$ cat config.mk
export PLATFORM = sky130hd
export DESIGN_NAME = digital_io_event_mapper
export DESIGN_NICKNAME = d
export VERILOG_FILES = /design/src/digital_io_event_mapper.v
export VERILOG_INCLUDE_DIRS = /design/src /design/src/src
export SDC_FILE = /design/constraint.sdc
export NUM_CORES = 1
export LEC_CHECK = 0
export BUFFER_PORTS_ARGS = -buffer_cell sky130_fd_sc_hd__buf_2
export CAP_MARGIN = 15
export CORE_UTILIZATION = 55
export CTS_CLUSTER_DIAMETER = 100
export DETAILED_ROUTE_END_ITERATION = 7
export PLACE_DENSITY = 0.8
export SLEW_MARGIN = 10
export SYNTH_ARGS = -nofsm -noshare
export SYNTH_HDL_FRONTEND = slang
export SYNTH_SLANG_ARGS = --single-unit
export TNS_END_PERCENT = 100
$ cat constraint.sdc
create_clock -name clk_i -period 4.6 [get_ports clk_i]
set_input_delay 0.23 -clock clk_i [delete_from_list [all_inputs] [get_ports clk_i]]
set_output_delay 0.23 -clock clk_i [all_outputs]
set_load 0.1 [all_outputs]
$ cat src/dio_map_regs.vh
// Constants for the trigger/alarm event mapper: register map and codes.
// Assumes a 32-bit APB master and a 40 MHz system clock.
`ifndef DIO_MAP_REGS_VH
`define DIO_MAP_REGS_VH

// ----------------------------------------
// Register byte offsets
// ----------------------------------------
`define TRIG_CFG_OFS   8'h00
`define ALARM_SEL0_OFS 8'h04
`define ALARM_SEL1_OFS 8'h08
`define ALARM_POL_OFS  8'h0c
`define CAL_MODE_OFS   8'h10
`define IRQ_STAT_OFS   8'h14
`define IRQ_CLR_OFS    8'h18
`define IRQ_EN_OFS     8'h1c
`define COND_OFS       8'h20
`define OVR_CFG_OFS    8'h24
`define OVR_SPAN0_OFS  8'h28
`define OVR_SPAN1_OFS  8'h2c
`define OVR_SPAN2_OFS  8'h30

// ----------------------------------------
// Field positions and codes
// ----------------------------------------
`define TRIG_POL_LSB   16
`define OVR_MAINT_BIT  3
`define ACT_DISABLED   2'h0
`define ACT_SPAN       2'h1
`define ACT_ZERO       2'h2
`define CAL_MEASURE    2'h0
`define CAL_SPAN       2'h1
`define CAL_ZERO       2'h2
`define IRQ_SPAN_BIT   0
`define IRQ_ZERO_BIT   1
`define IRQ_OVR_LSB    2

// Alarm condition codes
`define COND_DISABLED  5'h00
`define COND_FAULT_LSB 1
`define COND_USB       5'h0d
`define COND_BACKGND   5'h0e
`define COND_SPAN      5'h0f
`define COND_ZERO      5'h10
`define COND_SYSFAULT  5'h11
`define COND_MAINT     5'h12
`define COND_OVR_LSB   19

// ----------------------------------------
// Reset values
// ----------------------------------------
`define TRIG_CFG_RST   32'h0000_0000
`define ALARM_SEL_RST  32'h0000_0000
`define ALARM_POL_RST  8'h00
`define OVR_SPAN_RST   16'hffff

`endif
$ cat src/digital_io_event_mapper.v
// Trigger-input to calibration-request mapper and alarm-output selector,
// with over-range tracking for three analog channels and an APB slave.
// Assumes fault, reading and status inputs come from logic on clk_i;
// the trigger lines are asynchronous pins.
//
// Local design decisions: register access over APB and the address map.
`include "dio_map_regs.vh"
`default_nettype none

module digital_io_event_mapper #(
    parameter LINES = 8,
    parameter CHANS = 3,
    parameter RW    = 16
) (
    // Clock and reset
    input  wire                  clk_i,
    input  wire                  rstn_i,
    // APB slave
    input  wire                  psel_i,
    input  wire                  penable_i,
    input  wire                  pwrite_i,
    input  wire [7:0]            paddr_i,
    input  wire [31:0]           pwdata_i,
    output reg  [31:0]           prdata_o,
    output reg                   pready_o,
    output reg                   pslverr_o,
    output wire                  irq_o,
    // Trigger pins and alarm pins
    input  wire [LINES-1:0]      trigger_input_line_i,
    output reg  [LINES-1:0]      alarm_line_o,
    // Instrument conditions
    input  wire [9:0]            fault_i,
    input  wire                  usb_present_i,
    input  wire                  background_active_i,
    input  wire [CHANS*RW-1:0]   reading_i,
    // Calibration state and over-range flags
    output reg  [1:0]            cal_state_o,
    output wire [CHANS-1:0]      over_range_o
);

    // ----------------------------------------
    // Registers
    // ----------------------------------------
    reg  [2*LINES-1:0]   trig_act;
    reg  [LINES-1:0]     trig_pol;
    reg  [4:0]           alarm_sel [0:LINES-1];
    reg  [LINES-1:0]     alarm_pol;
    reg  [CHANS-1:0]     ovr_en;
    reg                  maint_mode;
    reg  [RW-1:0]        ovr_span [0:CHANS-1];
    reg  [4:0]           irq_stat;
    reg  [4:0]           irq_en;

    // Reset image of the whole trigger word, actions and polarities
    localparam [31:0]    TRIG_RST = `TRIG_CFG_RST;

    // ----------------------------------------
    // APB handshake
    // ----------------------------------------
    // One wait state so that read data comes straight from a flop.
    wire                 setup_acc;
    wire                 wr_fire;
    wire                 clr_fire;
    reg  [31:0]          next_rdata;
    reg                  next_err;
    wire [31:0]          cond_word;
    integer              k;

    assign setup_acc = psel_i & penable_i & ~pready_o;
    assign wr_fire   = psel_i & penable_i & pready_o & pwrite_i & ~pslverr_o;
    assign clr_fire  = wr_fire & (paddr_i == `IRQ_CLR_OFS);

    function [LINES-1:0] eff_pol;
        input [2*LINES-1:0] act;
        input [LINES-1:0]   pol;
        integer             j;
        begin
            for (j = 0; j < LINES; j = j + 1) begin
                eff_pol[j] = (act[2*j +: 2] != `ACT_DISABLED) & pol[j];
            end
        end
    endfunction

    always @* begin
        next_rdata = 32'h0000_0000;
        next_err   = 1'b0;
        k          = 0;
        case (paddr_i)
            `TRIG_CFG_OFS: begin
                next_rdata[2*LINES-1:0] = trig_act;
                next_rdata[`TRIG_POL_LSB +: LINES] = eff_pol(trig_act, trig_pol);
            end
            `ALARM_SEL0_OFS: begin
                for (k = 0; k < 4; k = k + 1) begin
                    next_rdata[8*k +: 5] = alarm_sel[k];
                end
            end
            `ALARM_SEL1_OFS: begin
                for (k = 0; k < 4; k = k + 1) begin
                    next_rdata[8*k +: 5] = alarm_sel[k+4];
                end
            end
            `ALARM_POL_OFS:  next_rdata[LINES-1:0] = alarm_pol;
            `CAL_MODE_OFS:   next_rdata[1:0] = cal_state_o;
            `IRQ_STAT_OFS:   next_rdata[4:0] = irq_stat;
            `IRQ_CLR_OFS:    next_rdata = 32'h0000_0000;
            `IRQ_EN_OFS:     next_rdata[4:0] = irq_en;
            `COND_OFS:       next_rdata = cond_word;
            `OVR_CFG_OFS: begin
                next_rdata[CHANS-1:0] = ovr_en;
                next_rdata[`OVR_MAINT_BIT] = maint_mode;
            end
            `OVR_SPAN0_OFS:  next_rdata[RW-1:0] = ovr_span[0];
            `OVR_SPAN1_OFS:  next_rdata[RW-1:0] = ovr_span[1];
            `OVR_SPAN2_OFS:  next_rdata[RW-1:0] = ovr_span[2];
            default:         next_err = 1'b1;
        endcase
    end

    always @(posedge clk_i or negedge rstn_i) begin
        if (!rstn_i) begin
            pready_o  <= 1'b0;
            pslverr_o <= 1'b0;
            prdata_o  <= 32'h0000_0000;
        end else if (setup_acc) begin
            pready_o  <= 1'b1;
            pslverr_o <= next_err;
            prdata_o  <= pwrite_i ? 32'h0000_0000 : next_rdata;
        end else begin
            pready_o  <= 1'b0;
            pslverr_o <= 1'b0;
        end
    end

    // ----------------------------------------
    // Configuration writes
    // ----------------------------------------
    integer i;

    always @(posedge clk_i or negedge rstn_i) begin
        if (!rstn_i) begin
            trig_act   <= TRIG_RST[2*LINES-1:0];
            trig_pol   <= TRIG_RST[`TRIG_POL_LSB +: LINES];
            alarm_pol  <= `ALARM_POL_RST;
            ovr_en     <= {CHANS{1'b0}};
            maint_mode <= 1'b0;
            irq_en     <= 5'h00;
            for (i = 0; i < LINES; i = i + 1) begin
                alarm_sel[i] <= `COND_DISABLED;
            end
            for (i = 0; i < CHANS; i = i + 1) begin
                ovr_span[i] <= `OVR_SPAN_RST;
            end
        end else if (wr_fire) begin
            case (paddr_i)
                `TRIG_CFG_OFS: begin
                    trig_act <= pwdata_i[2*LINES-1:0];
                    trig_pol <= pwdata_i[`TRIG_POL_LSB +: LINES];
                end
                `ALARM_SEL0_OFS: begin
                    for (i = 0; i < 4; i = i + 1) begin
                        alarm_sel[i] <= pwdata_i[8*i +: 5];
                    end
                end
                `ALARM_SEL1_OFS: begin
                    for (i = 0; i < 4; i = i + 1) begin
                        alarm_sel[i+4] <= pwdata_i[8*i +: 5];
                    end
                end
                `ALARM_POL_OFS:  alarm_pol <= pwdata_i[LINES-1:0];
                `IRQ_EN_OFS:     irq_en <= pwdata_i[4:0];
                `OVR_CFG_OFS: begin
                    ovr_en     <= pwdata_i[CHANS-1:0];
                    maint_mode <= pwdata_i[`OVR_MAINT_BIT];
                end
                `OVR_SPAN0_OFS:  ovr_span[0] <= pwdata_i[RW-1:0];
                `OVR_SPAN1_OFS:  ovr_span[1] <= pwdata_i[RW-1:0];
                `OVR_SPAN2_OFS:  ovr_span[2] <= pwdata_i[RW-1:0];
                default: begin
                end
            endcase
        end
    end

    // ----------------------------------------
    // Trigger inputs
    // ----------------------------------------
    reg  [LINES-1:0]     sync_a;
    reg  [LINES-1:0]     sync_b;
    reg  [LINES-1:0]     active_d;
    wire [LINES-1:0]     pol_eff;
    wire [LINES-1:0]     active;
    wire [LINES-1:0]     rise;
    reg                  span_req;
    reg                  zero_req;
    integer              m;

    assign pol_eff = eff_pol(trig_act, trig_pol);
    // Level per polarity
    // Active-high passes the pin, active-low inverts it
    assign active  = ~(sync_b ^ pol_eff);
    assign rise    = active & ~active_d;

    always @(posedge clk_i or negedge rstn_i) begin
        if (!rstn_i) begin
            sync_a   <= {LINES{1'b1}};
            sync_b   <= {LINES{1'b1}};
            active_d <= {LINES{1'b0}};
        end else begin
            sync_a   <= trigger_input_line_i;
            sync_b   <= sync_a;
            active_d <= active;
        end
    end

    always @* begin
        span_req = 1'b0;
        zero_req = 1'b0;
        m        = 0;
        // A line held at its active level fires once only
        for (m = 0; m < LINES; m = m + 1) begin
            if (rise[m] && trig_act[2*m +: 2] == `ACT_SPAN) begin
                span_req = 1'b1;
            end
            if (rise[m] && trig_act[2*m +: 2] == `ACT_ZERO) begin
                zero_req = 1'b1;
            end
            // Disabled does nothing: code 0 and code 3 match neither
        end
    end

    // ----------------------------------------
    // Calibration state
    // ----------------------------------------
    // Hardware requests win over a software write in the same cycle;
    // span wins when both requests land together.
    always @(posedge clk_i or negedge rstn_i) begin
        if (!rstn_i) begin
            cal_state_o <= `CAL_MEASURE;
        end else if (span_req) begin
            cal_state_o <= `CAL_SPAN;
        end else if (zero_req) begin
            cal_state_o <= `CAL_ZERO;
        end else if (wr_fire && paddr_i == `CAL_MODE_OFS) begin
            cal_state_o <= pwdata_i[1:0];
        end
    end

    // ----------------------------------------
    // Over-range tracking
    // ----------------------------------------
    reg  [CHANS-1:0]     ovr_act;
    reg  [CHANS-1:0]     ovr_act_d;

    // Enter at 90%, leave at 80%
    genvar g;
    generate
        for (g = 0; g < CHANS; g = g + 1) begin : g_ovr
            wire [RW-1:0]  rd;
            wire [RW+3:0]  rd10;
            wire [RW+3:0]  sp9;
            wire [RW+3:0]  sp8;

            assign rd   = reading_i[g*RW +: RW];
            assign rd10 = {1'b0, rd, 3'b000} + {3'b000, rd, 1'b0};
            assign sp8  = {1'b0, ovr_span[g], 3'b000};
            assign sp9  = sp8 + {4'b0000, ovr_span[g]};

            always @(posedge clk_i or negedge rstn_i) begin
                if (!rstn_i) begin
                    ovr_act[g] <= 1'b0;
                end else if (!ovr_en[g]) begin
                    ovr_act[g] <= 1'b0;
                end else if (!ovr_act[g] && rd10 >= sp9) begin
                    ovr_act[g] <= 1'b1;
                end else if (ovr_act[g] && rd10 <= sp8) begin
                    ovr_act[g] <= 1'b0;
                end
            end
        end
    endgenerate

    assign over_range_o = ovr_act;

    always @(posedge clk_i or negedge rstn_i) begin
        if (!rstn_i) begin
            ovr_act_d <= {CHANS{1'b0}};
        end else begin
            ovr_act_d <= ovr_act;
        end
    end

    // ----------------------------------------
    // Condition vector
    // ----------------------------------------
    reg  [31:0]          cond;

    always @* begin
        cond = 32'h0000_0000;
        // Fault conditions, lamp codes stay false
        cond[1]  = fault_i[0];
        cond[2]  = fault_i[1];
        cond[3]  = fault_i[2];
        cond[4]  = fault_i[3];
        cond[6]  = fault_i[4];
        cond[7]  = fault_i[5];
        cond[8]  = fault_i[6];
        cond[9]  = fault_i[7];
        cond[11] = fault_i[8];
        cond[12] = fault_i[9];
        cond[`COND_USB] = ~usb_present_i;
        cond[`COND_BACKGND] = background_active_i;
        cond[`COND_SPAN] = (cal_state_o == `CAL_SPAN);
        cond[`COND_ZERO] = (cal_state_o == `CAL_ZERO);
        cond[`COND_SYSFAULT] = |fault_i;
        cond[`COND_MAINT] = maint_mode;
        cond[`COND_OVR_LSB +: CHANS] = ovr_act;
        cond[`COND_DISABLED] = 1'b0;
    end

    assign cond_word = cond;

    // ----------------------------------------
    // Alarm outputs
    // ----------------------------------------
    // Registered so the pins never glitch while selections change.
    integer              n;

    always @(posedge clk_i or negedge rstn_i) begin
        if (!rstn_i) begin
            // Inactive level of the reset polarity, so no alarm shows in reset
            alarm_line_o <= {LINES{1'b1}};
        end else begin
            for (n = 0; n < LINES; n = n + 1) begin
                alarm_line_o[n] <= ~(cond[alarm_sel[n]] ^ alarm_pol[n]);
            end
        end
    end

    // ----------------------------------------
    // Interrupts
    // ----------------------------------------
    wire [4:0]           irq_evt;

    assign irq_evt = {ovr_act & ~ovr_act_d, zero_req, span_req};

    // A new event beats a clear landing in the same cycle.
    always @(posedge clk_i or negedge rstn_i) begin
        if (!rstn_i) begin
            irq_stat <= 5'h00;
        end else if (clr_fire) begin
            irq_stat <= (irq_stat & ~pwdata_i[4:0]) | irq_evt;
        end else begin
            irq_stat <= irq_stat | irq_evt;
        end
    end

    assign irq_o = |(irq_stat & irq_en);

endmodule

`default_nettype wire

; After elaboration in Yosys (flattened, before gate mapping)
; Cells that the tools add are included.
[word_totals]
regBits = 208
output_inout_bits = 48
[op_classes]
n_addsub = 6
n_lt_le_gt_ge = 14
n_eq_ne = 33
muxes = 58
bitwise_logic = 44
n_reduce_logical = 48
[ops]
columns = operator, count
row1 = $add 19x16->20, 3
row2 = $add 19x17->20, 3
row3 = $ge 20x20->1, 3
row4 = $le 20x19->1, 3
row5 = $lt 5x6->1 const B, 8
row6 = $bmux 1 s5, 8
row7 = $eq 8x6->1 const B, 5
row8 = $mux 1, 36
row9 = $pmux 5 s7, 1
row10 = $eq 8x5->1 const B, 4
row11 = $mux 29, 1
row12 = $pmux 2 s12, 1
row13 = $logic_and 1x1->1, 23
row14 = $pmux 2 s11, 1
row15 = $pmux 5 s4, 1
row16 = $eq 2x1->1 const B, 9
row17 = $eq 2x2->1 const B, 9
row18 = $pmux 3 s6, 1
row19 = $reduce_and 2->1, 9
row20 = $eq 8x4->1 const B, 2
row21 = $not 8->8, 2
row22 = $reduce_bool 2->1, 8
row23 = $pmux 3 s5, 1
row24 = $and 1x1->1, 14
row25 = 22 further kinds, 47

; Logic depth before layout (Yosys ltp)
; Gate-level depths: netlist of run 1.
[logic_depth]
word_depth = 16
depth_mapped = 15
depth_no_buf = 15

; Least setup slack after synthesis of run 1
; OpenSTA, ideal clock, no wires.
[synth_timing]
path_type = register to register
from = register ovr_span (netlist bit g_ovr[1].sp8[3])
to = register ovr_act[1], in the netlist over_range_o[1]
arrival_ps = 3479
t_required_ps = 4463
path_slack_ps = 984
stages_incl_launch_ff = 15
period_less_slack_ps = 3616
path_cell_list = dfstp_2 -> ha_1 -> fa_1 -> a211oi_1 -> o21ai_0 -> a31oi_1 -> a21oi_1 -> o21a_1 -> or2_2 -> ha_1 -> or3_1 -> a2111oi_0 -> o21ai_0 -> o21ai_0 -> a221oi_1
[synth_via]
elab_chain_cells = 5
word_cells_on_any_way = 8
classes_between = add/sub (1) / order compare (2) / eq/ne (1) / mux (2) / reduce/logical (2)
[synth_rtl]
columns = item, line
row1 = start: declaration, digital_io_event_mapper.v:50  ; reg [RW-1:0] ovr_span [0:CHANS-1];
row2 = start signal: indexed assignment, digital_io_event_mapper.v:152  ; ovr_span[i] <= `OVR_SPAN_RST;
row3 = $add 19x16->20, digital_io_event_mapper.v:267  ; assign sp9 = sp8 + {4'b0000, ovr_span[g]};
row4 = $ge 20x20->1, digital_io_event_mapper.v:274  ; end else if (!ovr_act[g] && rd10 >= sp9) begin
row5 = $logic_and 1x1->1, digital_io_event_mapper.v:274
row6 = $mux 1, digital_io_event_mapper.v:274
row7 = $mux 1, digital_io_event_mapper.v:272  ; end else if (!ovr_en[g]) begin
row8 = end signal: indexed assignment, digital_io_event_mapper.v:271  ; ovr_act[g] <= 1'b0;
row9 = end signal: indexed assignment, digital_io_event_mapper.v:273  ; ovr_act[g] <= 1'b0;
row10 = end signal: indexed assignment, digital_io_event_mapper.v:275  ; ovr_act[g] <= 1'b1;
row11 = end: declaration, digital_io_event_mapper.v:252  ; reg [CHANS-1:0] ovr_act;
; Parallel ways exist; a longest one is shown, timed or not.
; A chain may end at the register's enable or synchronous reset.

; Worst setup path in the final report of run 1
; Same ends and word-level chain as after synthesis.

==> results of run 1 <==
-- final cells by class --
| class | instances | area share, % |
|---|---|---|
| Antenna cell | 3 | 0.0395 |
| Clock buffer | 33 | 3.44 |
| Clock inverter | 8 | 0.725 |
| Inverter | 98 | 1.94 |
| Multi-Input combinational cell | 1423 | 57.8 |
| Sequential cell | 205 | 27.5 |
| Tap cell | 390 | 2.57 |
| Timing Repair Buffer | 195 | 6.02 |
-- path summary, 6_finish.rpt --
kind	start	endpoint	slack, ps	cells after the start
max in group asynchronous	rstn_i	g_ovr[2].sp8[8]	3100	3
worst min register to register	sync_a[7]	sync_b[7]	340	0
min in group asynchronous	rstn_i	alarm_sel[3]	370	2
worst min-delay path	pwdata_i[14]	g_ovr[0].sp8[17]	40	3
worst max register to register	g_ovr[1].sp8[3]	over_range_o[1]	390	14
worst max-delay path	g_ovr[1].sp8[3]	over_range_o[1]	390	14
-- cells in the mapped netlist (9+ instances only) --
cell,n
ha_1,186
o21ai_0,173
nand2_1,160
dfrtp_1,133
inv_1,98
a21oi_1,94
nor2_1,75
dfstp_2,72
mux2_2,72
xor2_1,53
clkbuf_1,50
a21o_1,41
xnor2_1,40
nand3_1,36
a22oi_1,25
nand4_1,25
a211oi_1,24
nor3_1,24
nor2b_1,23
nand2b_1,22
buf_2,20
mux2i_1,20
a22o_1,19
a31oi_1,19
a221oi_1,17
mux4_2,17
o211ai_1,17
o21a_1,17
nand3b_1,15
nor4_1,13
nor4b_1,13
o21bai_1,13
mux2_1,12
and2_1,9
-- flip-flops by register name, indices dropped and copies added (netlist names) --
register,flops
irq_en,5
trig_pol,8
cal_state_o,2
over_range_o,3
maint_mode,1
alarm_sel,40
ovr_act_d,3
sync_b,8
pready_o,1
pslverr_o,1
prdata_o,29
sync_a,8
g_ovr.sp8,48
irq_stat,5
trig_act,16
alarm_pol,8
ovr_en,3
active_d,8
alarm_line_o,8
-- power by group through the flow --
stage	clock network, µW	logic (µW)	registers, µW
2_1_floorplan	0	596	1950
3_3_place_gp	0	917	1900
3_5_place_dp	0	953	1900
4_1_cts	1950	974	1870
5_1_grt	2030	1090	1870
6_report	1950	988	1870
-- metal layers --
layer / global-route usage, % / up-vias / share of wire (%)
met4: 15.3 / 2 / 4.9
met5: 0.962 / - / 0.021
met3: 6.36 / 167 / 9.5
li1: - / 7028 / -
met1: 42.7 / 7391 / 40
met2: 54.6 / 720 / 46
-- worst register-to-register path: cells and delay by family (launching register included) --
family / cells / cell delay [ps]
flops: 1 / 410
compound gates: 9 / 2080
simple gates: 2 / 690
fa+ha+maj: 3 / 870
-- cells by family after synthesis --
logic type / Yosys count / share of synthesized area, %
fa+ha+maj: 192 / 14.5
compound gates: 534 / 20.4
xor+xnor: 93 / 4.81
buf+inv: 184 / 4.55
mux: 129 / 10.3
other cells: 1 / 0.0221
simple gates: 472 / 14.7
flops: 205 / 30.8
-- timing repair --
item,in CTS,in global routing
gates resized for setup,0,0
endpoints found under the hold margin,121,0
setup endpoints to repair,0,0
hold buffers,22,0
-- through the flow --
| stage | instance area, µm² | total power, µW |
|---|---|---|
| 2_1_floorplan | 16900 | 2550 |
| 3_3_place_gp | 18000 | 2820 |
| 3_5_place_dp | 18000 | 2850 |
| 4_1_cts | 19000 | 4790 |
| 5_1_grt | 19000 | 4990 |
| 6_report | 19000 | 4810 |
==> out/summary.txt, run 1 <==
post-route ant nets = 0
final setup TNS = 0 ps
Yosys Warn Count = 0
DIE HEIGHT = 177 µm
skew final = 24.7 ps
Die X = 177 µm
# IOs = 161
dpl ws = 489 ps
Logic pwr share = 20.6%
Clk pwr share = 40.5%
max-slew violations = 0
top-area cell type share of the netlist area = 19.7%
post-CTS setup buffer count = 0
area of the multi-input gates = 11000 µm²
f_max = 238 MHz
Pre-Repair DR Iteration Count = 6
Max H-tree Level = 1
switching power total = 1430 µW
Setup violations, final = 0
post-detail-place hpwl = 39800 µm
Hold WS = 45.0 ps
register area share after synthesis = 30.8%
Mean Syn Cell Area = 9.36 µm²
routed via count = 15300
CP cell instances = ha_1 > fa_1 > a211oi_1 > o21ai_0 > a31oi_1 > a21oi_1 > o21a_1 > or2_2 > ha_1 > or3_1 > a2111oi_0 > o21ai_0 > o21ai_0 > a221oi_1
post-layout util = 63.4%
Worst Tran Pin Value = 1020 ps
Crit-path slowest cell = fa_1
VDD IR-drop max = 0.268 mV
clock transition at the registers of the reported paths = 60 ps
internal power = 3380 µW
max_slew headroom = 30.3%
GR Overflow Total = 0
DIE AREA = 31500 µm²
clk sinks = 205
Row Count = 63
Critical Path RT = 4980 ps
Worst setup EP type = flip-flop
worst min path class = in2reg
sequential cell area = 5220 µm²
Critical Path Max Stage Delay = 430 ps
Net Sw Frac = 29.8%
CP Class = reg2reg
Core Region = 30000 µm²
CTS tree = done
period utilization = 91.5%
CTS Buf Count = 23
DP Cell Count = 2289
crit-path max FO = 5
worst path bufs/invs = 0
Power Density = 253 nW/µm²
Layout area overhead = 12.1%
Wirelength per Cell = 22.4 µm
synthesized instance count = 1810
final instance count without filler cells = 2355
pin count of the biggest net entering global routing = 110
Iteration-0 DRC Markers = 1502
Hold Vio Cnt, Final = 0
#FFs+latches synth = 205
commonest cells after routing, fill and taps aside = ha_1 (186), o21ai_0 (173), nand2_1 (160)
sequential fraction of design power = 38.9%
starting density of the core = 56.5%
GP Congestion = 1.00
maxcap violations = 0
Post-synth EDFFs = 0
Root Driver = clkbuf_16
async set-reset flop share out of synthesis = 100%
Pleak = 0.00901 µW
most common cell after layout, fill and taps aside = ha_1
DR vias/cell = 6.50
Clk Latency, worst-skew pair = 540 ps
Main synth FF type = dfrtp_1
fill count = 2478
global-route wire length before repair = 81800 µm
cell area after synthesis = 16900 µm²
Total GRT Usage = 33.4%
Period minus WS final = 4210 ps
number of global-route vias before repair = 15100
layout cell share with drive strength beyond 1 = 20.5%
DRC violations left = 0
Nets = 2251
Synth area leader = dfrtp_1
crit start category = flip-flop
final setup margin = 390 ps
WP data arrival = 4590 ps
Synth cell types = 84
buffers added on ports = 154
Max clock buf depth = 3
top cells by area, synth = dfrtp_1 (20%), ha_1 (14%), dfstp_2 (11%)
delay-heaviest family, CP = compound AO/OA/AOI/OAI gates
crit-path most repeated cell = o21ai_0
RSZ-0062 raised after global routing = false
initial antenna violation count = 4
run status = finished, final reports clean
Total Wirelength = 52700 µm
No activity file was read; power rests on OpenSTA's default activity.
==> inputs of run 2 (changes only) <==
CORE_UTILIZATION = 40   (was 55)
CTS_BUF_LIST = sky130_fd_sc_hd__clkbuf_2   (was unset)
PLACE_DENSITY = 0.63   (was 0.8)
==> out/summary.txt, run 2 (synthesis gave the netlist of run 1 again) <==
run status = finished, final reports clean
pin count of the biggest net entering global routing = 122
CP Class = reg2reg
post-route ant nets = 0
Wirelength per Cell = 21.4 µm
Layout area overhead = 14.3%
post-detail-place hpwl = 41800 µm
number of flip-flops in the largest register = 48
crit start category = flip-flop
crit-path most repeated cell = o21ai_0
Pleak = 0.00922 µW
max_slew headroom = 24.4%
Crit-path slowest cell = a2111oi_0
clock transition at the registers of the reported paths = 120 ps
Clk Latency, worst-skew pair = 860 ps
clk sinks = 205
VDD IR-drop max = 0.112 mV
delay-heaviest family, CP = compound AO/OA/AOI/OAI gates
worst path bufs/invs = 0
layout cell share with drive strength beyond 1 = 22.5%
CTS tree = done
buffers added on ports = 154
maxcap violations = 0
final setup margin = 352 ps
Root Driver = clkbuf_2
number of global-route vias before repair = 15200
f_max = 235 MHz
DIE HEIGHT = 208 µm
DR vias/cell = 5.95
DRC violations left = 0
CTS Buf Count = 55
WP data arrival = 4980 ps
post-CTS setup buffer count = 0
crit-path max FO = 5
Max clock buf depth = 3
CP cell instances = ha_1 > fa_1 > a211oi_1 > o21ai_0 > a31oi_1 > a21oi_1 > o21a_1 > or2_2 > ha_1 > or3_1 > a2111oi_0 > o21ai_0 > o21ai_0 > a221oi_1
dpl ws = 627 ps
Worst Tran Pin Value = 1130 ps
Period minus WS final = 4250 ps
most common cell after layout, fill and taps aside = ha_1
overall power = 4330 µW
global-route wire length before repair = 86100 µm
Nets = 2322
GP Congestion = 0.968
Core Region = 41900 µm²
Critical Path RT = 5340 ps
worst min path class = in2reg
Die X = 208 µm
# IOs = 161
Row Count = 75
post-layout util = 46.3%
Power Density = 224 nW/µm²
final instance count without filler cells = 2607
Total Wirelength = 55700 µm
Iteration-0 DRC Markers = 1212
GR Overflow Total = 0
final setup TNS = 0 ps
max-slew violations = 0
Critical Path Max Stage Delay = 520 ps
starting density of the core = 40.5%
RSZ-0062 raised after global routing = false
Setup violations, final = 0
Hold Vio Cnt, Final = 0
commonest cells after routing, fill and taps aside = ha_1 (186), o21ai_0 (173), nand2_1 (160)
routed via count = 15500
period utilization = 92.4%
DIE AREA = 43200 µm²
Worst setup EP type = flip-flop
Pre-Repair DR Iteration Count = 6
skew final = 36.9 ps
Max H-tree Level = 2
DP Cell Count = 2438
Total GRT Usage = 25.5%
initial antenna violation count = 6
==> run 2: changes by cell type in the layout (fill, tap and decap cells not counted), sizes merged <==
cell / before / now
clkbuf: 34 / 92
dlygate4sd3: 22 / 60
clkinv: 2 / 10
inv: 101 / 98
buf: 172 / 173
bufinv: 3 / 2
clkinvlp: 0 / 1
diode: 3 / 4
==> run 2: worst reg2reg max path, delay by kind of cell (launching register included) <==
| family | cells | cell delay (ps) |
|---|---|---|
| compound gates | 9 | 2180 |
| fa+ha+maj | 3 | 890 |
| flops | 1 | 420 |
| simple gates | 2 | 670 |
==> run 2: path summary, 6_finish.rpt <==
kind	start	end	slack [ps]	depth (start not counted)
setup / recovery	g_ovr[1].sp8[3]	over_range_o[1]	350	14
hold / removal	usb_present_i	alarm_line_o[3]	70	6
setup reg to reg	g_ovr[1].sp8[3]	over_range_o[1]	350	14
hold reg to reg	sync_a[2]	sync_b[2]	360	0
max in group asynchronous	rstn_i	pready_o	3170	4
min in group asynchronous	rstn_i	irq_en[3]	460	3
==> run 2: stage by stage <==
stage / area, µm² / hold slack, ps
after floorplan: 16900 / -65.6
after CTS: 19400 / 21.8
after global placement: 18200 / 312
after global routing: 19400 / 87.4
final: 19400 / 72.3
after detailed placement: 18200 / 314
==> run 2: routing by layer <==
layer | vias up | track usage [%] | routed length, µm
li1 | 7191 | - | -
met1 | 7526 | 34.0 | 23900
met2 | 633 | 41.2 | 25400
met3 | 151 | 3.95 | 4100
met4 | 2 | 10.3 | 2280
met5 | - | 0 | 16
==> run 2: report_power, final <==
part | switching [µW] | internal [µW] | total, µW
registers | 33.7 | 1840 | 1870
clock network | 806 | 631 | 1440
logic | 627 | 390 | 1020
total | 1470 | 2860 | 4330
==> run 2: area by class of cell <==
cell class,instances,area [µm²]
clock buffers,91,455
diodes,4,10.0
fillers,4041,22500
flip-flops and latches,205,5220
well taps,539,674
repair buffers,234,1560
multi-input cells,1423,11000
inverters,98,368
clock inverters,13,108
==> run 2: what timing repair did <==
action	CTS	global route
resized for setup	0	0
hold endpoints to repair	242	0
hold buffers	61	0
endpoints found under the setup margin	0	0
==> inputs of run 3 (changes only) <==
PLACE_DENSITY = 0.65   (was 0.63)
clock period = 3.7 ns   (was 4.6 ns; I/O delays follow)
==> out/summary.txt, run 3 (synthesis gave the netlist of run 1 again) <==
Total GRT Usage = 26.0%
number of flip-flops in the largest register = 48
final instance count without filler cells = 2637
Iteration-0 DRC Markers = 1380
Worst setup EP type = flip-flop
max-slew violations = 0
Wirelength per Cell = 21.5 µm
clk sinks = 205
Core Region = 41900 µm²
initial antenna violation count = 6
layout cell share with drive strength beyond 1 = 23.1%
WP data arrival = 4310 ps
Critical Path Max Stage Delay = 390 ps
Logic pwr share = 24.4%
Row Count = 75
VDD IR-drop max = 0.197 mV
post-route ant nets = 0
period utilization = 97.2%
switching power total = 1830 µW
Max clock buf depth = 3
buffers added on ports = 154
crit start category = flip-flop
pin count of the biggest net entering global routing = 85
Pleak = 0.00931 µW
Clk pwr share = 31.8%
crit-path max FO = 2
Die X = 208 µm
skew final = 43.6 ps
Nets = 2352
Pre-Repair DR Iteration Count = 6
CTS Buf Count = 55
Total Wirelength = 56700 µm
RSZ-0062 raised after global routing = true
Power Density = 271 nW/µm²
number of global-route vias before repair = 15600
CP cell instances = ha_1 > fa_2 > a211oi_2 > o21ai_1 > a31oi_2 > a21oi_2 > o21a_1 > or2_2 > ha_1 > or3_4 > a2111oi_2 > o21ai_1 > o21ai_1 > a221oi_1
Worst Tran Pin Value = 827 ps
worst min path class = in2reg
Setup violations, final = 0
global-route wire length before repair = 88000 µm
overall power = 5310 µW
worst path bufs/invs = 0
internal power = 3470 µW
DP Cell Count = 2463
Critical Path RT = 4410 ps
post-layout util = 46.9%
Max H-tree Level = 2
Layout area overhead = 15.8%
DRC violations left = 0
CTS tree = done
Clk Latency, worst-skew pair = 870 ps
starting density of the core = 40.5%
Net Sw Frac = 34.6%
Crit-path slowest cell = fa_2
post-detail-place hpwl = 42400 µm
max_slew headroom = 44.8%
clock transition at the registers of the reported paths = 100 ps
DIE AREA = 43200 µm²
routed via count = 15500
Period minus WS final = 3600 ps
Root Driver = clkbuf_2
run status = finished, final reports clean
commonest cells after routing, fill and taps aside = ha_1 (186), o21ai_0 (170), nand2_1 (160)
# IOs = 161
GR Overflow Total = 0
CP Class = reg2reg
most common cell after layout, fill and taps aside = ha_1
sequential fraction of design power = 43.8%
maxcap violations = 0
Hold Vio Cnt, Final = 0
DR vias/cell = 5.90
f_max = 278 MHz
DIE HEIGHT = 208 µm
GP Congestion = 0.981
delay-heaviest family, CP = compound AO/OA/AOI/OAI gates
crit-path most repeated cell = o21ai_1
run 3: changes by cell type in the layout (fill, tap and decap cells not counted), sizes merged:
cell / previous run / this run
buf: 173 / 199
clkbuf: 92 / 74
clkinv: 10 / 27
dlygate4sd3: 60 / 64
diode: 4 / 5
run 3: layer usage:
layer	wire, µm	vias to the layer above	global-route usage [%]
li1	-	7272	-
met1	23900	7462	34.0
met2	26100	674	42.6
met3	4510	137	4.52
met4	2160	2	10.6
met5	13	-	0
run 3: what timing repair did:
item,CTS,global route
gates resized for setup,2,14
hold endpoints to repair,275,0
pin swaps,1,7
setup buffers,0,1
setup endpoints to repair,2,3
hold buffers,65,0
run 3: cell type report:
class	instances	area, µm²
fillers	4071	22200
multi-input cells	1423	11000
flip-flops and latches	205	5220
repair buffers	264	1780
well taps	539	674
inverters	98	368
clock buffers	73	365
clock inverters	30	171
diodes	5	12.5
run 3: power by group through the flow:
stage,clock network [µW],registers (µW),logic [µW]
floorplan,0,2420,741
global placement,0,2360,1170
detailed placement,0,2370,1210
CTS,1730,2330,1280
global route,1840,2330,1430
finish,1690,2330,1290
run 3: worst paths after layout:
path                                 start          endpoint  slack [ps]  cells after the start
min                          reading_i[32]   over_range_o[2]          60                      5
max in group asynchronous           rstn_i  g_ovr[2].sp8[14]        2310                      4
max reg2reg                g_ovr[1].sp8[3]   over_range_o[1]         100                     14
max                        g_ovr[1].sp8[3]   over_range_o[1]         100                     14
min in group asynchronous           rstn_i     alarm_sel[20]         450                      3
min reg2reg                      sync_a[6]         sync_b[6]         340                      0
run 3: through the flow:
stage          setup slack [ps]  setup TNS (ps)  hold WS, ps  area, µm²
2_1_floorplan              84.1               0         -111      16900
3_3_place_gp              -51.7           -51.7          291      18300
3_5_place_dp              -93.5           -93.5          292      18300
4_1_cts                    1.13               0         29.9      19500
5_1_grt                   -98.8           -98.8         47.6      19600
6_report                    103               0         60.4      19600
run 3: worst min-delay path, stage by stage:
cell and delay, ps:
buf_2 120, nor4_1 70, a31oi_1 180, a21o_1 150, o221a_2 170
